<file path="src/sbcd_consts.vh">
// sbcd_consts.vh: constants for the data-transfer instruction decoder
// assumes inclusion by bare name from the decoder module
`ifndef SBCD_CONSTS_VH
`define SBCD_CONSTS_VH
// flag word bit positions
`define SBCD_FLAG_CARRY 0
`define SBCD_FLAG_PARITY 2
`define SBCD_FLAG_AUX 4
`define SBCD_FLAG_ZERO 6
`define SBCD_FLAG_SIGN 7
`define SBCD_FLAG_TRAP 8
`define SBCD_FLAG_INTEN 9
`define SBCD_FLAG_DIR 10
`define SBCD_FLAG_OVF 11
`define SBCD_FLAG_RESET 16'h0000
`define SBCD_FLAG_MASK 16'h0fd5
// segment codes
`define SBCD_SEG_EXTRA 2'h0
`define SBCD_SEG_CODE 2'h1
`define SBCD_SEG_STACK 2'h2
`define SBCD_SEG_DATA 2'h3
// word register codes
`define SBCD_REG_ACC 3'h0
`define SBCD_REG_CNT 3'h1
`define SBCD_REG_DAT 3'h2
`define SBCD_REG_BASE 3'h3
`define SBCD_REG_SP 3'h4
`define SBCD_REG_BP 3'h5
`define SBCD_REG_SRC 3'h6
`define SBCD_REG_DST 3'h7
// operation codes on o_OP
`define SBCD_OP_NONE 5'h00
`define SBCD_OP_MOV_RM 5'h01
`define SBCD_OP_MOV_IMM_RM 5'h02
`define SBCD_OP_MOV_IMM_REG 5'h03
`define SBCD_OP_LOAD_ACC 5'h04
`define SBCD_OP_STORE_ACC 5'h05
`define SBCD_OP_MOV_TO_SEG 5'h06
`define SBCD_OP_MOV_FROM_SEG 5'h07
`define SBCD_OP_PUSH_RM 5'h08
`define SBCD_OP_PUSH_REG 5'h09
`define SBCD_OP_PUSH_SEG 5'h0a
`define SBCD_OP_POP_RM 5'h0b
`define SBCD_OP_POP_REG 5'h0c
`define SBCD_OP_POP_SEG 5'h0d
`define SBCD_OP_XCHG_ACC 5'h0e
`define SBCD_OP_IN_FIX 5'h0f
`define SBCD_OP_IN_VAR 5'h10
`define SBCD_OP_OUT_FIX 5'h11
`define SBCD_OP_OUT_VAR 5'h12
`define SBCD_OP_LEA 5'h13
`define SBCD_OP_LDS 5'h14
`define SBCD_OP_LES 5'h15
`define SBCD_OP_XLAT 5'h16
`define SBCD_OP_LAHF 5'h17
`define SBCD_OP_SAHF 5'h18
`define SBCD_OP_PUSHF 5'h19
`define SBCD_OP_POPF 5'h1a
`endif

</file>
<file path="src/sbcd_decoder.v">
// sbcd_decoder.v: decoder for the data-transfer group of a 16-bit cpu
// assumes a fetch unit offering one byte per cycle with valid/ready
`timescale 1ns/1ps
`include "sbcd_consts.vh"

// Summary of operation
// - flag word holds nine flags at fixed bits
// - width bit one means word, zero byte
// - sign-width 01 takes two immediate bytes
// - sign-width 10 sign-extends one immediate byte
// - shift count one, or count register when set
// - segment prefix redirects data segment defaults
// - no prefix on fetch or string destination
// - decode word register and segment codes
// - byte register codes select low/high halves
// - mode field sets displacement size or register
// - mode 00 rm 110 uses direct address
// - decode the three move forms
// - decode accumulator load/store with address bytes
// - decode moves to and from segment registers
// - decode three push forms
// - decode three pop forms
// - decode exchange and port input forms
// - decode port output forms
// - decode effective address and pointer loads
// - decode translate and flag transfer opcodes
module sbcd_decoder (
  // clock and reset
  input wire I_REF_CLK,
  input wire I_NRST,
  // instruction byte stream
  input wire [7:0] I_BYTE,
  input wire I_BYTE_VALID,
  output wire O_BYTE_READY,
  // shift opcode hint and flag word access
  input wire I_SHIFT_CNT_SRC,
  input wire I_FLAG_WE,
  input wire [15:0] I_FLAG_WDATA,
  output wire [15:0] O_FLAG_WORD,
  // decoded instruction
  output reg O_DONE,
  output reg O_FOREIGN,
  output reg [7:0] O_FOREIGN_OPCODE,
  output reg [4:0] O_OP,
  output reg O_WORD,
  output reg O_REG_IS_DEST,
  output reg [2:0] O_REG,
  output reg O_REG_HIGH_BYTE,
  output reg [1:0] O_SEG,
  output reg O_RM_IS_REG,
  output reg [2:0] O_RM,
  output reg [2:0] O_BASE_REG,
  output reg O_BASE_EN,
  output reg [2:0] O_INDEX_REG,
  output reg O_INDEX_EN,
  output reg [15:0] O_DISP,
  output reg [15:0] O_IMM,
  output reg O_SHIFT_BY_CNT,
  output reg [1:0] O_DATA_SEG,
  output reg [1:0] O_STRDST_SEG
);

  localparam [2:0] ST_OPC = 3'h0;
  localparam [2:0] ST_MODRM = 3'h1;
  localparam [2:0] ST_DLO = 3'h2;
  localparam [2:0] ST_DHI = 3'h3;
  localparam [2:0] ST_ILO = 3'h4;
  localparam [2:0] ST_IHI = 3'h5;

  reg [2:0] st_q;
  reg [15:0] flag_q;
  reg [7:0] opc_q;
  reg [1:0] mode_q;
  reg [2:0] rm_q;
  reg [2:0] regf_q;
  reg [1:0] ovr_q;
  reg ovr_en_q;
  reg [1:0] disp_n_q;
  reg [1:0] imm_n_q;
  reg [15:0] disp_q;
  reg [15:0] imm_q;

  // class lookup for the first byte: op, needs modrm, immediate bytes, address bytes
  function [4:0] op_of;
    input [7:0] b;
    begin
      casez (b)
        8'b100010??: op_of = `SBCD_OP_MOV_RM;
        8'b1100011?: op_of = `SBCD_OP_MOV_IMM_RM;
        8'b1011????: op_of = `SBCD_OP_MOV_IMM_REG;
        8'b1010000?: op_of = `SBCD_OP_LOAD_ACC;
        8'b1010001?: op_of = `SBCD_OP_STORE_ACC;
        8'b10001110: op_of = `SBCD_OP_MOV_TO_SEG;
        8'b10001100: op_of = `SBCD_OP_MOV_FROM_SEG;
        8'b11111111: op_of = `SBCD_OP_PUSH_RM;
        8'b01010???: op_of = `SBCD_OP_PUSH_REG;
        8'b000??110: op_of = `SBCD_OP_PUSH_SEG;
        8'b10001111: op_of = `SBCD_OP_POP_RM;
        8'b01011???: op_of = `SBCD_OP_POP_REG;
        8'b000??111: op_of = `SBCD_OP_POP_SEG;
        8'b10010???: op_of = `SBCD_OP_XCHG_ACC;
        8'b1110010?: op_of = `SBCD_OP_IN_FIX;
        8'b1110110?: op_of = `SBCD_OP_IN_VAR;
        8'b1110011?: op_of = `SBCD_OP_OUT_FIX;
        8'b1110111?: op_of = `SBCD_OP_OUT_VAR;
        8'b10001101: op_of = `SBCD_OP_LEA;
        8'b11000101: op_of = `SBCD_OP_LDS;
        8'b11000100: op_of = `SBCD_OP_LES;
        8'b11010111: op_of = `SBCD_OP_XLAT;
        8'b10011111: op_of = `SBCD_OP_LAHF;
        8'b10011110: op_of = `SBCD_OP_SAHF;
        8'b10011100: op_of = `SBCD_OP_PUSHF;
        8'b10011101: op_of = `SBCD_OP_POPF;
        default: op_of = `SBCD_OP_NONE;
      endcase
    end
  endfunction

  function has_modrm;
    input [4:0] op;
    begin
      case (op)
        `SBCD_OP_MOV_RM, `SBCD_OP_MOV_IMM_RM, `SBCD_OP_MOV_TO_SEG, `SBCD_OP_MOV_FROM_SEG,
        `SBCD_OP_PUSH_RM, `SBCD_OP_POP_RM, `SBCD_OP_LEA, `SBCD_OP_LDS,
        `SBCD_OP_LES: has_modrm = 1'b1;
        default: has_modrm = 1'b0;
      endcase
    end
  endfunction

  // immediate/port/address byte count; sign-width bits matter only for imm forms
  function [1:0] imm_bytes;
    input [4:0] op;
    input [7:0] b;
    begin
      case (op)
        `SBCD_OP_MOV_IMM_RM: imm_bytes = b[0] ? 2'd2 : 2'd1;
        `SBCD_OP_MOV_IMM_REG: imm_bytes = b[3] ? 2'd2 : 2'd1;
        `SBCD_OP_LOAD_ACC, `SBCD_OP_STORE_ACC: imm_bytes = 2'd2;
        `SBCD_OP_IN_FIX, `SBCD_OP_OUT_FIX: imm_bytes = 2'd1;
        default: imm_bytes = 2'd0;
      endcase
    end
  endfunction

  function [1:0] disp_bytes;
    input [1:0] mode;
    input [2:0] rm;
    begin
      case (mode)
        2'b00: disp_bytes = (rm == 3'b110) ? 2'd2 : 2'd0;
        2'b01: disp_bytes = 2'd1;
        2'b10: disp_bytes = 2'd2;
        default: disp_bytes = 2'd0;
      endcase
    end
  endfunction

  wire take = I_BYTE_VALID & O_BYTE_READY;
  wire [4:0] op_now = op_of(I_BYTE);
  wire is_prefix = (I_BYTE[7:5] == 3'b001) && (I_BYTE[2:0] == 3'b110);
  wire [1:0] imm_now = imm_bytes(op_now, I_BYTE);
  wire [1:0] disp_now = disp_bytes(I_BYTE[7:6], I_BYTE[2:0]);
  // the modrm byte is still on the bus when it completes an instruction
  wire [1:0] mode_fin = (st_q == ST_MODRM) ? I_BYTE[7:6] : mode_q;
  wire [2:0] rm_fin = (st_q == ST_MODRM) ? I_BYTE[2:0] : rm_q;
  wire modrm_last = (st_q == ST_MODRM) && (disp_now == 2'd0) && (imm_n_q == 2'd0);
  wire done_evt = take && (modrm_last ||
                  (st_q == ST_DLO && disp_n_q == 2'd1 && imm_n_q == 2'd0) ||
                  (st_q == ST_DHI && imm_n_q == 2'd0) ||
                  (st_q == ST_ILO && imm_n_q == 2'd1) || st_q == ST_IHI);
  wire [15:0] imm_fin = (st_q == ST_IHI) ? {I_BYTE, imm_q[7:0]} :
                        (st_q == ST_ILO) ? {{8{I_BYTE[7]}}, I_BYTE} : imm_q;
  wire [15:0] disp_fin = (st_q == ST_DHI) ? {I_BYTE, disp_q[7:0]} :
                         (st_q == ST_DLO) ? {{8{I_BYTE[7]}}, I_BYTE} : disp_q;

  // decoder accepts a byte every cycle; it never stalls the fetch unit
  assign O_BYTE_READY = 1'b1;
  assign O_FLAG_WORD = flag_q & `SBCD_FLAG_MASK;

  always @(posedge I_REF_CLK) begin
    if (!I_NRST) begin
      flag_q <= `SBCD_FLAG_RESET;
    end else if (I_FLAG_WE) begin
      flag_q <= I_FLAG_WDATA & `SBCD_FLAG_MASK;
    end
  end

  // finish an instruction: publish fields decoded so far
  task finish;
    input [15:0] imm_v;
    input [15:0] disp_v;
    reg [4:0] op;
    begin
      op = op_of(opc_q);
      O_DONE <= 1'b1;
      O_OP <= op;
      O_IMM <= imm_v;
      O_DISP <= disp_v;
      O_RM_IS_REG <= (mode_fin == 2'b11);
      O_RM <= rm_fin;
      // direct address: no base or index at all
      O_BASE_EN <= (mode_fin != 2'b11) && !(mode_fin == 2'b00 && rm_fin == 3'b110) &&
                   (rm_fin[2:1] != 2'b10);
      O_BASE_REG <= (rm_fin == 3'b111 || rm_fin[2:1] == 2'b00) ?
                    `SBCD_REG_BASE : `SBCD_REG_BP;
      O_INDEX_EN <= (mode_fin != 2'b11) &&
                    (rm_fin[2] == 1'b0 || rm_fin[2:1] == 2'b10);
      O_INDEX_REG <= rm_fin[0] ? `SBCD_REG_DST : `SBCD_REG_SRC;
      // bp-based forms default to stack, as do register operands with rm 01x or 110; others to data
      if (ovr_en_q)
        O_DATA_SEG <= ovr_q;
      else if (rm_fin[2:1] == 2'b01 || (mode_fin != 2'b00 && rm_fin == 3'b110))
        O_DATA_SEG <= `SBCD_SEG_STACK;
      else
        O_DATA_SEG <= `SBCD_SEG_DATA;
      O_STRDST_SEG <= `SBCD_SEG_EXTRA;
    end
  endtask

  always @(posedge I_REF_CLK) begin
    if (!I_NRST) begin
      st_q <= ST_OPC;
      opc_q <= 8'h00;
      mode_q <= 2'b11;
      rm_q <= 3'h0;
      regf_q <= 3'h0;
      ovr_q <= `SBCD_SEG_DATA;
      ovr_en_q <= 1'b0;
      disp_n_q <= 2'd0;
      imm_n_q <= 2'd0;
      disp_q <= 16'h0000;
      imm_q <= 16'h0000;
      O_DONE <= 1'b0;
      O_FOREIGN <= 1'b0;
      O_FOREIGN_OPCODE <= 8'h00;
      O_OP <= `SBCD_OP_NONE;
      O_WORD <= 1'b0;
      O_REG_IS_DEST <= 1'b0;
      O_REG <= 3'h0;
      O_REG_HIGH_BYTE <= 1'b0;
      O_SEG <= `SBCD_SEG_DATA;
      O_RM_IS_REG <= 1'b0;
      O_RM <= 3'h0;
      O_BASE_REG <= 3'h0;
      O_BASE_EN <= 1'b0;
      O_INDEX_REG <= 3'h0;
      O_INDEX_EN <= 1'b0;
      O_DISP <= 16'h0000;
      O_IMM <= 16'h0000;
      O_SHIFT_BY_CNT <= 1'b0;
      O_DATA_SEG <= `SBCD_SEG_DATA;
      O_STRDST_SEG <= `SBCD_SEG_EXTRA;
    end else begin
      O_DONE <= 1'b0;
      O_FOREIGN <= 1'b0;
      O_SHIFT_BY_CNT <= I_SHIFT_CNT_SRC;
      if (take) begin
        case (st_q)
          ST_OPC: begin
            if (is_prefix) begin
              ovr_en_q <= 1'b1;
              ovr_q <= I_BYTE[4:3];
            end else if (op_now == `SBCD_OP_NONE) begin
              O_FOREIGN <= 1'b1;
              O_FOREIGN_OPCODE <= I_BYTE;
              ovr_en_q <= 1'b0;
            end else begin
              opc_q <= I_BYTE;
              mode_q <= 2'b11;
              rm_q <= 3'h0;
              imm_n_q <= imm_now;
              imm_q <= 16'h0000;
              disp_q <= 16'h0000;
              O_WORD <= (op_now == `SBCD_OP_MOV_IMM_REG) ? I_BYTE[3] : I_BYTE[0];
              O_REG_IS_DEST <= I_BYTE[1];
              // register in low bits for short forms
              O_REG <= I_BYTE[2:0];
              O_REG_HIGH_BYTE <= (op_now == `SBCD_OP_MOV_IMM_REG) && !I_BYTE[3] &&
                                 I_BYTE[2];
              O_SEG <= I_BYTE[4:3];
              if (has_modrm(op_now))
                st_q <= ST_MODRM;
              else if (imm_now != 2'd0)
                st_q <= ST_ILO;
              else begin
                st_q <= ST_OPC;
                O_DONE <= 1'b1;
                O_OP <= op_now;
                O_RM_IS_REG <= 1'b1;
                O_BASE_EN <= 1'b0;
                O_INDEX_EN <= 1'b0;
                O_DATA_SEG <= ovr_en_q ? ovr_q : `SBCD_SEG_DATA;
                O_STRDST_SEG <= `SBCD_SEG_EXTRA;
                ovr_en_q <= 1'b0;
              end
            end
          end
          ST_MODRM: begin
            mode_q <= I_BYTE[7:6];
            rm_q <= I_BYTE[2:0];
            regf_q <= I_BYTE[5:3];
            O_REG <= I_BYTE[5:3];
            O_SEG <= I_BYTE[4:3];
            O_REG_HIGH_BYTE <= !opc_q[0] && I_BYTE[5];
            disp_n_q <= disp_now;
            if (disp_now != 2'd0)
              st_q <= ST_DLO;
            else if (imm_n_q != 2'd0)
              st_q <= ST_ILO;
            else
              st_q <= ST_OPC;
          end
          ST_DLO: begin
            disp_q <= {{8{I_BYTE[7]}}, I_BYTE};
            if (disp_n_q == 2'd2)
              st_q <= ST_DHI;
            else if (imm_n_q != 2'd0)
              st_q <= ST_ILO;
            else
              st_q <= ST_OPC;
          end
          ST_DHI: begin
            disp_q <= {I_BYTE, disp_q[7:0]};
            st_q <= (imm_n_q != 2'd0) ? ST_ILO : ST_OPC;
          end
          ST_ILO: begin
            // one byte sign-extends (sw=10 style); two bytes form a word
            imm_q <= {{8{I_BYTE[7]}}, I_BYTE};
            st_q <= (imm_n_q == 2'd2) ? ST_IHI : ST_OPC;
          end
          ST_IHI: begin
            imm_q <= {I_BYTE, imm_q[7:0]};
            st_q <= ST_OPC;
          end
          default: st_q <= ST_OPC;
        endcase
      end
      // the prefix is spent once the instruction it qualifies completes
      if (done_evt) begin
        ovr_en_q <= 1'b0;
        finish(imm_fin, disp_fin);
      end
    end
  end

endmodule // sbcd_decoder

</file>
<file path="config.mk">
export PLATFORM = sky130hd
export DESIGN_NAME = sbcd_decoder
export DESIGN_NICKNAME = d
export VERILOG_FILES = /design/src/sbcd_decoder.v
export VERILOG_INCLUDE_DIRS = /design/src
export SDC_FILE = /design/constraint.sdc
export NUM_CORES = 1
export LEC_CHECK = 0
export BUFFER_PORTS_ARGS = -buffer_cell sky130_fd_sc_hd__buf_2
export CAP_MARGIN = 40
export CORE_AREA = 2 2 126 128
export CTS_CLUSTER_DIAMETER = 200
export DETAILED_ROUTE_END_ITERATION = 7
export DIE_AREA = 0 0 128 130
export GPL_ROUTABILITY_DRIVEN = 0
export PLACE_DENSITY_LB_ADDON = 0.3
export SYNTH_ARGS = -nofsm -noshare
export SYNTH_HDL_FRONTEND = slang
export SYNTH_SLANG_ARGS = --single-unit
</file>
<file path="constraint.sdc">
create_clock -name I_REF_CLK -period 3.6 [get_ports I_REF_CLK]
set_clock_uncertainty 0.05 [all_clocks]
set_input_delay 0.36 -clock I_REF_CLK [delete_from_list [all_inputs] [get_ports I_REF_CLK]]
set_output_delay 0.36 -clock I_REF_CLK [all_outputs]
set_load 0.05 [all_outputs]
</file>
Yosys cells after proc, flatten, opt, wreduce, memory -nomap -nowiden
Memories as Yosys holds them, arrays and structs flattened.
Index checks and enable logic that the tools add are counted.
- bits in registers: 134
- memories: 1
- RAM bits: 0
- word-level logic and storage cells: 278
- latch bits: 0
- memory bits (read-only): 32
- input bits: 29
- output and inout port bits: 89
- memory list (memory ; words ; bits a word ; rd ports ; clocked after Yosys merged registers in ; write ports ; line ; RTL):
    (no name shown) ; 32 ; 1 ; 1 ; 0 ; 0 ; sbcd_decoder.v:122 ; case (op)
- $mul: 0
- reductions and logical operators: 60
- shift-type cells: 0
- divide/modulo/power cells: 0
- eq/ne operators: 86
- magnitude comparators: 0
- bitwise gates (word level): 8
- $add $sub $neg: 0
- multiplexer cells: 91
- operator list (kind ; count):
    $pmux W5 S26 ; 2
    $eq A8 B8 Y1 const B ; 24
    $eq A7 B7 Y1 const B ; 14
    $mux W16 ; 6
    $pmux W16 S3 ; 2
    $mux W3 ; 14
    $mux W1 ; 35
    $mux W5 ; 7
    $mux W2 ; 17
    $eq A5 B4 Y1 const B ; 5
    $eq A6 B3 Y1 const B ; 4
    $reduce_and A4 Y1 ; 6
    $reduce_bool A2 Y1 ; 9
    $logic_and A1 B1 Y1 ; 16
    $eq A3 B3 Y1 const B ; 5
    $eq A5 B5 Y1 const B ; 3
    $pmux W3 S5 ; 1
    $ne A2 B2 Y1 const B ; 7
    $eq A6 B6 Y1 const B ; 2
    $pmux W3 S2 ; 2
    $eq A2 B2 Y1 const B ; 5
    $eq A5 B2 Y1 const B ; 2
    $eq A5 B3 Y1 const B ; 2
    $logic_not A2 Y1 ; 5
    22 further kinds ; 50

Longest topological paths before layout
Gate-level depths: netlist of run 1.
- depth after elaboration: 14
- gate-level depth with buffers: 15
- mapped depth without buffers: 13

Worst setup path after synthesis of run 1
No wires, ideal clock.
- path kind: input -> register
- from: input I_BYTE[7]
- to: register O_DATA_SEG[0]
- setup slack: 0.259 ns
- setup time: 0.123 ns
- arrival: 3.167 ns
- required time: 3.427 ns
- buffers on the path: 2
- stages on the path: 14
- cell sequence: buf_2 > clkbuf_1 > nand3_1 > or4_1 > nand4_1 > or2_2 > inv_1 > ha_1 > nand4_1 > a311oi_1 > o22ai_2 > o221a_2 > a21oi_4 > mux2_1
- word-level cells in the longest chain between the ends: 12
- elaborated cells on any way between the ends: 72
- classes of those cells: eq/ne: 39; mux: 12; reduce/logical: 20; memory: 1
- ends and longest elaborated chain (what ; line ; RTL):
    start: declaration ; sbcd_decoder.v:32 ; input wire [7:0] I_BYTE,
    branches (longest 12 deep; another with $mem_v2 Z32 W1) ; -- ;
    end signal: assignment ; sbcd_decoder.v:252 ; O_DATA_SEG <= `SBCD_SEG_DATA;
    end signal: assignment ; sbcd_decoder.v:293 ; O_DATA_SEG <= ovr_en_q ? ovr_q : `SBCD_SEG_DATA;
    end: declaration ; sbcd_decoder.v:59 ; output reg [1:0] O_DATA_SEG,
Parallel ways; which one is timed is not known. The select of a mux whose other input is x is not followed.
A chain may end at the register's enable or synchronous reset.

Worst setup path in the final report of run 1
- from: input I_BYTE[5]
- to: register O_DATA_SEG[0]
- word-level cells in the longest chain between the ends: 10
- elaborated cells on any way between the ends: 51
- classes of those cells: eq/ne: 37; mux: 7; reduce/logical: 6; memory: 1
- ends and longest elaborated chain (what ; line ; RTL):
    $eq A8 B8 Y1 (tied with other cells) ; sbcd_decoder.v:87 ; casez (b)
    $pmux W5 S26 ; sbcd_decoder.v:87 ;
    $mem_v2 Z32 W1 ; -- ;
    $mux W1 ; sbcd_decoder.v:264 ; end else if (op_now == `SBCD_OP_NONE) begin
    $mux W1 ; sbcd_decoder.v:261 ; if (is_prefix) begin
    $mux W1 ; sbcd_decoder.v:259 ; case (st_q)
    $mux W1 ; sbcd_decoder.v:258 ; if (take) begin
    $mux W1 ; sbcd_decoder.v:222 ; if (!I_NRST) begin
    $ne A2 B2 Y1 (no source line) ; -- ;
    $reduce_and A6 Y1 (no source line) (*) ; -- ;
Every way passes the cells marked *; elsewhere a longest branch is shown, timed or not. The select of a mux whose other input is x is not followed.

==> reports/results.txt, run 1 <==
synthesis-stage register bit count = 130
outcome = finished clean
routed wl met3 = 1239 um
Final Slew Violations = 0
Avg WL per Cell = 15.91 um
Bufs on Longest Clock Path = 2
crit path DAT = 3280 ps
Die Y-Extent = 130 um
Die Span X = 128 um
met1 WL = 8313 um
Starting Density = 0.4345
Fin. Hold Viols = 0
Post-synth EDFFs = 0
largest net degree at the start of global routing = 63
CP Launch Type = primary input
worst-path maximum fanout = 9
CTS Buf Count = 17
Crit Reg-Reg Endpoint = O_REG_HIGH_BYTE
hold wc startpoint = I_SHIFT_CNT_SRC
Crit-path slowest cell = or4_1
metal2 WL = 8001 um
Setup Buffers After CTS = 0
initial antenna violation count = 1
IO buf count = 100
Top Layer Used = met4
fraction of registers with async set/reset = 0
Tmin final = 3029 ps
final setup violation count = 0
die area = 16640 sq um
worst hold path stage count = 2
CP required = 3850 ps
total global-route track usage = 0.2179
CP Capture Type = flop
CTS H-tree lvls = 4
R2R Setup Slk = 880 ps
Iteration-0 DRC Markers = 550
Post-DP HPWL = 12300 um
HP Class = primary input to flop
sequential element share of the synthesized area = 0.3883
worst slew pin tran = 808.1 ps
Cell Area, Synth = 6701 sq um
Setup WS pre-CTS = 146.0 ps
first-pass GRT wire length = 29000 um
gr ovfl total = 0
Synth Area per Inst = 7.940 sq um
Pleak = 3.328 nW
Final WS setup = 571.4 ps
CP cell instances = buf_2 -> nand2b_1 -> or4_1 -> o311ai_0 -> or2_2 -> inv_1 -> ha_1 -> nand4_1 -> a311oi_1 -> o22ai_2 -> o221a_2 -> a21oi_4 -> mux2_1
total of max-cap violations = 0
Slew Limit Headroom = 0.4563
cells on worst reg2reg path = 8
Synth Instances = 844
row count = 46
Vias/cell = 5.606
TritonCTS clock tree = yes
Pwr Density = 511.2 nW/um^2
DRT antenna net count = 0
Area Growth Syn to Fin = 20.13%
Via Count = 6329
ys flop type = dfxtp_1
Num Clock Sinks = 130
Crit path largest cell delay = 590 ps
NumNets Final = 957
Min-Delay Endpoint = O_SHIFT_BY_CNT
drt drc = 0
fill count = 1517
vias in the first global route = 5703
worst skew pair latency = 420 ps
Reg2Reg Launch Point = st_q[1]
RSZ-0062 raised after global routing = false
DRT Wirelength = 17960 um
Ys Warns = 0
setup TNS = 0 ps
fmax = 0.3302 GHz
Pre-Repair DR Iteration Count = 7
VDD IR max = 0.3243 mV
fraction of layout cells with a size suffix above 1 = 0.2051
Root Buffer = clkbuf_16
clock slew at reported path FFs = 60 ps
io pins = 118
register area = 2603 sq um
critical path class = primary input to flop
period utilisation layout = 0.8413
Netlist cell types = 77
# resized after CTS = 0
Post-CTS Hold Fix Bufs = 0
core area = 15420 sq um
footprint of the multi-input gates = 3699 sq um
synthesized netlist by cell type (3+ instances only):
| cell | n | area share |
|---|---|---|
| o221ai_1 | 6 | 0.0078 |
| o22ai_1 | 3 | 0.0028 |
| nand4_1 | 7 | 0.0065 |
| nand2_1 | 69 | 0.039 |
| nor3b_1 | 5 | 0.0056 |
| dfxtp_1 | 130 | 0.39 |
| o211a_1 | 3 | 0.0045 |
| buf_2 | 7 | 0.0052 |
| nand4b_1 | 4 | 0.0052 |
| nor2b_1 | 8 | 0.0075 |
| a21oi_1 | 67 | 0.050 |
| a311oi_1 | 20 | 0.026 |
| o21ai_0 | 36 | 0.027 |
| nor3_2 | 3 | 0.0045 |
| nor3_1 | 15 | 0.011 |
| buf_1 | 6 | 0.0034 |
| nor4_1 | 6 | 0.0056 |
| a31oi_1 | 6 | 0.0056 |
| buf_4 | 15 | 0.017 |
| nor2_1 | 159 | 0.089 |
| clkbuf_1 | 57 | 0.032 |
| mux2i_1 | 56 | 0.084 |
| a211oi_1 | 7 | 0.0078 |
| ha_1 | 4 | 0.0075 |
| or3_1 | 9 | 0.0084 |
| o211ai_1 | 7 | 0.0078 |
| o22a_1 | 3 | 0.0039 |
| nand3_1 | 35 | 0.026 |
| a22oi_1 | 7 | 0.0078 |
| nand2b_1 | 9 | 0.0084 |
| inv_1 | 12 | 0.0067 |
| o32ai_1 | 4 | 0.0052 |
cells by family (layout without fill, tap and decap cells):
group / after synthesis / after routing / share of synthesized area
xor+xnor: 2 / 2 / 0.002614
mux: 59 / 59 / 0.08869
flops: 130 / 130 / 0.3884
fa+ha+maj: 4 / 4 / 0.007469
other cells: 2 / 11 / 0.001121
simple gates: 351 / 351 / 0.2472
buf+inv: 99 / 183 / 0.06628
compound gates: 197 / 197 / 0.1983
worst max path at each step:
stage | start | end | slack (ps) | cells after the start
floorplan | I_BYTE[7] | O_DATA_SEG[0] | 260 | 14
global placement | I_BYTE[5] | O_DATA_SEG[0] | 190 | 13
detailed placement | I_BYTE[5] | O_RM_IS_REG | 150 | 13
CTS | I_BYTE[5] | O_RM_IS_REG | 580 | 13
global route | I_BYTE[4] | O_DATA_SEG[0] | 290 | 15
finish | I_BYTE[5] | O_DATA_SEG[0] | 570 | 13
cell type report:
cell class,count,area share
antenna,1,0.0003108
clock buffer,19,0.05626
clock inverter,12,0.02487
inverter,13,0.006217
multi-input combinational,623,0.4594
sequential,130,0.3233
tap,192,0.02984
timing repair buffer,139,0.09978
flip-flops by register name, indices dropped and copies added (netlist names), 2 cells and up:
signal / cells
O_BASE_REG: 3
O_FOREIGN_OPCODE: 8
O_REG: 3
O_IMM: 16
st_q: 3
O_DISP: 16
rm_q: 3
O_DATA_SEG: 2
disp_n_q: 2
O_OP: 5
imm_n_q: 2
imm_q: 16
O_SEG: 2
disp_q: 16
mode_q: 2
flag_q: 9
O_RM: 3
ovr_q: 2
opc_q: 8
power breakdown:
part | leakage, nW | internal (mW) | total (mW) | switching [mW]
clock network | 0.324 | 1.27 | 1.92 | 0.650
registers | 1.05 | 1.49 | 1.53 | 0.0465
logic | 1.95 | 0.205 | 0.666 | 0.461
total | 3.33 | 2.96 | 4.12 | 1.16
layout by cell type (no fill, tap or decap), types with 5 or more instances in the layout:
master | synthesis | final
nand2_1 | 69 | 69
nand2b_1 | 9 | 9
a31oi_1 | 6 | 6
mux2i_1 | 56 | 56
or3_1 | 9 | 9
a22oi_1 | 7 | 7
a311oi_1 | 20 | 20
dfxtp_1 | 130 | 130
o211ai_1 | 7 | 7
nor3_1 | 15 | 15
a211oi_1 | 7 | 7
o21ai_0 | 36 | 36
nor2_1 | 159 | 159
nor3b_1 | 5 | 5
bufinv_16 | 0 | 5
buf_4 | 15 | 37
nand4_1 | 7 | 7
a21oi_1 | 67 | 67
clkbuf_16 | 0 | 17
conb_1 | 2 | 10
buf_2 | 7 | 101
nor4_1 | 6 | 6
nor2b_1 | 8 | 8
nand3_1 | 35 | 35
inv_1 | 12 | 12
o221ai_1 | 6 | 6
critical path, delay by kind of cell:
kind	cells	cell delay, ps
adder cells (fa/ha/maj)	1	300
AO/OA/AOI/OAI	5	970
AND/OR/NAND/NOR	4	1100
multiplexers	1	330
buffers and inverters	2	220
through the flow:
| stage | std cells | util | power [mW] | area, sq um | hold WS, ps |
|---|---|---|---|---|---|
| floorplan | 852 | - | 2.064 | 6731 | 378.5 |
| global placement | 1095 | 0.4786 | 2.223 | 7382 | 387.0 |
| detailed placement | 1097 | 0.4794 | 2.228 | 7395 | 390.1 |
| CTS | 1128 | 0.5217 | 4.144 | 8048 | 78.85 |
| global route | 1128 | 0.5217 | 4.252 | 8048 | 121.8 |
| finish | 1129 | 0.5219 | 4.115 | 8050 | 91.38 |
routing by layer:
layer,track usage,vias up
li1,-,3145
met1,0.2854,2924
met2,0.3441,225
met3,0.05863,35
met4,0.08597,0
met5,0,-
(Power assumes the default switching activity.)
==> run 2, diff against run 1 <==
==> constraint.sdc (replaced) <==
create_clock -name I_REF_CLK -period 2.9 [get_ports I_REF_CLK]
set_clock_uncertainty 0.05 [all_clocks]
set_input_delay 0.29 -clock I_REF_CLK [delete_from_list [all_inputs] [get_ports I_REF_CLK]]
set_output_delay 0.29 -clock I_REF_CLK [all_outputs]
set_load 0.05 [all_outputs]
==> run 2 against run 1 <==
Effect of this change:
- wire length grew 0.92%
- first-iteration DRC count shrank 18%
- utilization grew 2.7 points
- worst setup slack lost 360 ps
- global-route usage grew 0.86 points
- critical path depth grew 1
- total power grew 20%
- cell area grew 5.3%
- count of clock-buffer cells in the layout grew 1
- highest routed layer unchanged
==> reports/results.txt, run 2 (same netlist as run 1, synthesis figures left out) <==
Post-CTS Hold Fix Bufs = 0
final non-filler cell total = 1182
Num Clock Sinks = 130
worst skew pair latency = 430 ps
fill count = 1445
NumNets Final = 1010
Post-DP HPWL = 12870 um
Avg WL per Cell = 15.34 um
combinational fraction of design power = 0.186
Pwr Density = 581.6 nW/um^2
sequential power share = 0.385
CTS H-tree lvls = 4
total of max-cap violations = 0
crit path DAT = 2960 ps
largest net degree at the start of global routing = 53
Iteration-0 DRC Markers = 451
HP Class = primary input to flop
initial antenna violation count = 0
Bufs on Longest Clock Path = 2
fmax = 0.3713 GHz
# placed instances = 1150
Sw Share = 0.2985
fraction of layout cells with a size suffix above 1 = 0.2515
commonest non-fill, non-tap cell in the layout = nor2_1
final setup violation count = 0
Setup Buffers After CTS = 0
die area = 16640 sq um
Final WS setup = 207.0 ps
Layout Utilization = 0.5494
IO buf count = 100
Slew Limit Headroom = 0.4949
Area Growth Syn to Fin = 26.46%
Pleak = 3.580 nW
Setup WS pre-CTS = -193.7 ps
worst-path maximum fanout = 7
DRT Wirelength = 18130 um
vias in the first global route = 6045
Root Buffer = clkbuf_16
CTS Buf Count = 17
gr ovfl total = 0
P_int = 3.457 mW
CP required = 3170 ps
row count = 46
critical path class = primary input to flop
clock slew at reported path FFs = 50 ps
number of diodes = 0
Vias/cell = 5.517
Die Span X = 128 um
WHS = 18.20 ps
outcome = finished clean
Final Slew Violations = 0
Via Count = 6521
CP Capture Type = flop
Die Y-Extent = 130 um
Fin. Hold Viols = 0
first-pass GRT wire length = 30090 um
drt drc = 0
Starting Density = 0.4345
period utilisation layout = 0.9286
RSZ-0062 raised after global routing = false
DRT antenna net count = 0
CP Launch Type = primary input
VDD IR max = 0.4350 mV
# resized after CTS = 0
Tmin final = 2693 ps
Pwr Total = 4.928 mW
Clock Power Share = 0.429
core area = 15420 sq um
Pre-Repair DR Iteration Count = 5
total global-route track usage = 0.2265
P_sw = 1.471 mW
io pins = 118
worst slew pin tran = 756.8 ps
most frequent cells in the layout = 159 x nor2_1, 130 x dfxtp_1, 100 x buf_2, 86 x buf_4, 69 x nand2_1
TritonCTS clock tree = yes
## run 2: stage by stage
stage                     area [sq um]  TNS (ps)
after floorplan                   6792         0
after global placement            7896     -3989
after detailed placement          7896     -4193
after CTS                         8474         0
after global routing              8474         0
final                             8474         0
## run 2: area by class of cell
| type | count | area, sq um | area share |
|---|---|---|---|
| Clock inverter | 12 | 131.4 | 0.01550 |
| Multi-Input combinational cell | 623 | 3737 | 0.4410 |
| Timing Repair Buffer | 192 | 1266 | 0.1494 |
| Sequential cell | 130 | 2603 | 0.3071 |
| Inverter | 13 | 50.05 | 0.005906 |
| Clock buffer | 20 | 446.7 | 0.05271 |
| Tap cell | 192 | 240.2 | 0.02835 |
## run 2: path summary, 6_finish.rpt
kind / cells after the start / to / from / slack [ps]
worst min register to register: 2 / disp_q[6] / disp_q[6] / 400
worst min-delay path: 2 / O_SHIFT_BY_CNT / I_SHIFT_CNT_SRC / 20
worst max-delay path: 14 / O_RM_IS_REG / I_BYTE[5] / 210
worst max register to register: 7 / O_DATA_SEG[0] / st_q[1] / 490
## run 2: layer usage
| layer | GRT usage | routed length, um | vias to the layer above |
|---|---|---|---|
| met4 | 0.08662 | 297 | 0 |
| li1 | - | - | 3251 |
| met2 | 0.3608 | 8240 | 206 |
| met3 | 0.04592 | 1070 | 25 |
| met1 | 0.3048 | 8521 | 3039 |
| met5 | 0 | 0 | - |
## run 2: power by group through the flow
stage / sequential (mW) / combinational, mW / clock (mW)
floorplan: 2.07 / 0.507 / 0
global placement: 1.93 / 0.908 / 0
detailed placement: 1.94 / 0.912 / 0
CTS: 1.90 / 0.916 / 2.15
global route: 1.91 / 0.990 / 2.23
finish: 1.90 / 0.918 / 2.11
## run 2: critical path, cell delays in order
cell and delay, ps:
buf_2 140, buf_4 140, nor4b_2 440, nand3_1 170, o311ai_1 150, or2_4 190
inv_2 40, ha_4 260, nand4_1 90, a311oi_2 240, o22ai_2 140, o221a_4 160
a21o_1 270, o211a_1 230
==> run 3, diff against run 2 <==
--- a/config.mk
+++ b/config.mk
@@ -14,6 +14,7 @@
 export DIE_AREA = 0 0 128 130
 export GPL_ROUTABILITY_DRIVEN = 0
 export PLACE_DENSITY_LB_ADDON = 0.3
+export RECOVER_POWER = 25
 export SYNTH_ARGS = -nofsm -noshare
 export SYNTH_HDL_FRONTEND = slang
 export SYNTH_SLANG_ARGS = --single-unit
==> run 3 against run 2 <==
Effect of this change:
- cell count stayed put
- via count is 0.18% lower
- worst setup slack worse by 22 ps
- wire length is 0.10% higher
- flip-flop and latch count stayed put
- critical endpoint unchanged
==> reports/results.txt, run 3 (same netlist as run 1, synthesis figures left out) <==
CP Capture Type = flop
Pre-Repair DR Iteration Count = 4
Starting Density = 0.4345
worst skew pair latency = 430 ps
Reg2Reg Launch Point = st_q[1]
VDD IR max = 0.4338 mV
Final Slew Violations = 0
Bufs on Longest Clock Path = 2
R2R Setup Slk = 440 ps
Iteration-0 DRC Markers = 430
largest net degree at the start of global routing = 53
initial antenna violation count = 0
fill count = 1465
CP startpoint = I_BYTE[5]
Area Growth Syn to Fin = 25.35%
Layout Utilization = 0.5446
gr ovfl total = 0
row count = 46
Setup Buffers After CTS = 0
die area = 16640 sq um
fraction of layout cells with a size suffix above 1 = 0.2061
Placed Instance Area = 7896 sq um
worst-path maximum fanout = 7
Post-DP HPWL = 12870 um
total global-route track usage = 0.2265
DRT Wirelength = 18150 um
worst slew pin tran = 1174 ps
CP required = 3160 ps
Post-CTS Hold Fix Bufs = 0
# resized after CTS = 0
vias in the first global route = 6045
Pwr Total = 4.920 mW
final non-filler cell total = 1182
fmax = 0.3684 GHz
Pleak = 3.393 nW
outcome = finished clean
io pins = 118
Root Buffer = clkbuf_16
DRT antenna net count = 0
Avg WL per Cell = 15.35 um
first-pass GRT wire length = 30090 um
Crit Reg-Reg Endpoint = O_DATA_SEG[0]
TritonCTS clock tree = yes
Finished Cell Area = 8401 sq um
crit path to = O_RM_IS_REG
Tmin final = 2714 ps
setup TNS = 0 ps
period utilisation layout = 0.9360
Slew Limit Headroom = 0.2176
HP Class = primary input to flop
Fin. Hold Viols = 0
Num Clock Sinks = 130
Pwr Density = 585.6 nW/um^2
number of diodes = 0
final setup violation count = 0
Via Count = 6509
CP Launch Type = primary input
Die Span X = 128 um
drt drc = 0
crit path DAT = 2980 ps
IO buf count = 100
RSZ-0062 raised after global routing = false
commonest non-fill, non-tap cell in the layout = nor2_1
total of max-cap violations = 0
cells on worst reg2reg path = 7
CTS H-tree lvls = 4
Die Y-Extent = 130 um
# placed instances = 1150
critical path class = primary input to flop
most frequent cells in the layout = 159 x nor2_1, 130 x dfxtp_1, 85 x buf_4, 69 x nand2_1, 67 x a21oi_1
clock slew at reported path FFs = 50 ps
Vias/cell = 5.507
CTS Buf Count = 17
NumNets Final = 1010
core area = 15420 sq um
-- run 3: cell type report --
class / instances / area, sq um / area share
clock inverters: 12 / 131.4 / 0.01564
multi-input cells: 623 / 3737 / 0.4449
repair buffers: 192 / 1192 / 0.1419
clock buffers: 20 / 446.7 / 0.05317
well taps: 192 / 240.2 / 0.02860
inverters: 13 / 50.05 / 0.005958
flip-flops and latches: 130 / 2603 / 0.3098
-- run 3: worst max-delay path, cell delays in order --
cell	delay (ps)
buf_2	140
buf_4	140
nor4b_2	460
nand3_1	170
o311ai_1	150
or2_4	190
inv_2	40
ha_4	260
nand4_1	90
a311oi_2	240
o22ai_2	140
o221a_4	160
a21o_1	270
o211a_1	230
-- run 3: per-layer routing --
| metal | vias to the layer above | GRT usage | wire, um |
|---|---|---|---|
| met3 | 21 | 0.04592 | 968 |
| met1 | 3051 | 0.3048 | 8637 |
| met4 | 0 | 0.08662 | 268 |
| li1 | 3255 | - | - |
| met2 | 182 | 0.3608 | 8274 |
| met5 | - | 0 | 0 |
-- run 3: worst min path at each step --
stage | from | endpoint | slack [ps] | depth (start not counted)
6_report | I_SHIFT_CNT_SRC | O_SHIFT_BY_CNT | 20 | 2
3_5_place_dp | disp_q[3] | disp_q[3] | 390 | 2
3_3_place_gp | disp_q[4] | disp_q[4] | 390 | 2
5_1_grt | I_SHIFT_CNT_SRC | O_SHIFT_BY_CNT | 40 | 2
4_1_cts | I_SHIFT_CNT_SRC | O_SHIFT_BY_CNT | 0.08 | 2
2_1_floorplan | I_SHIFT_CNT_SRC | O_SHIFT_BY_CNT | 370 | 1
-- run 3: power by group --
part / switching (mW) / internal (mW)
clock network: 0.825 / 1.29
logic: 0.595 / 0.312
registers: 0.0525 / 1.85
total: 1.47 / 3.45
-- run 3: per-stage QoR --
stage / setup WS, ps / hold WS [ps]
6_report: 185.5 / 18.95
5_1_grt: 36.32 / 42.41
4_1_cts: 246.3 / 0.08138
3_5_place_dp: -193.7 / 390.7
3_3_place_gp: -189.6 / 386.2
2_1_floorplan: 4.948 / 367.3
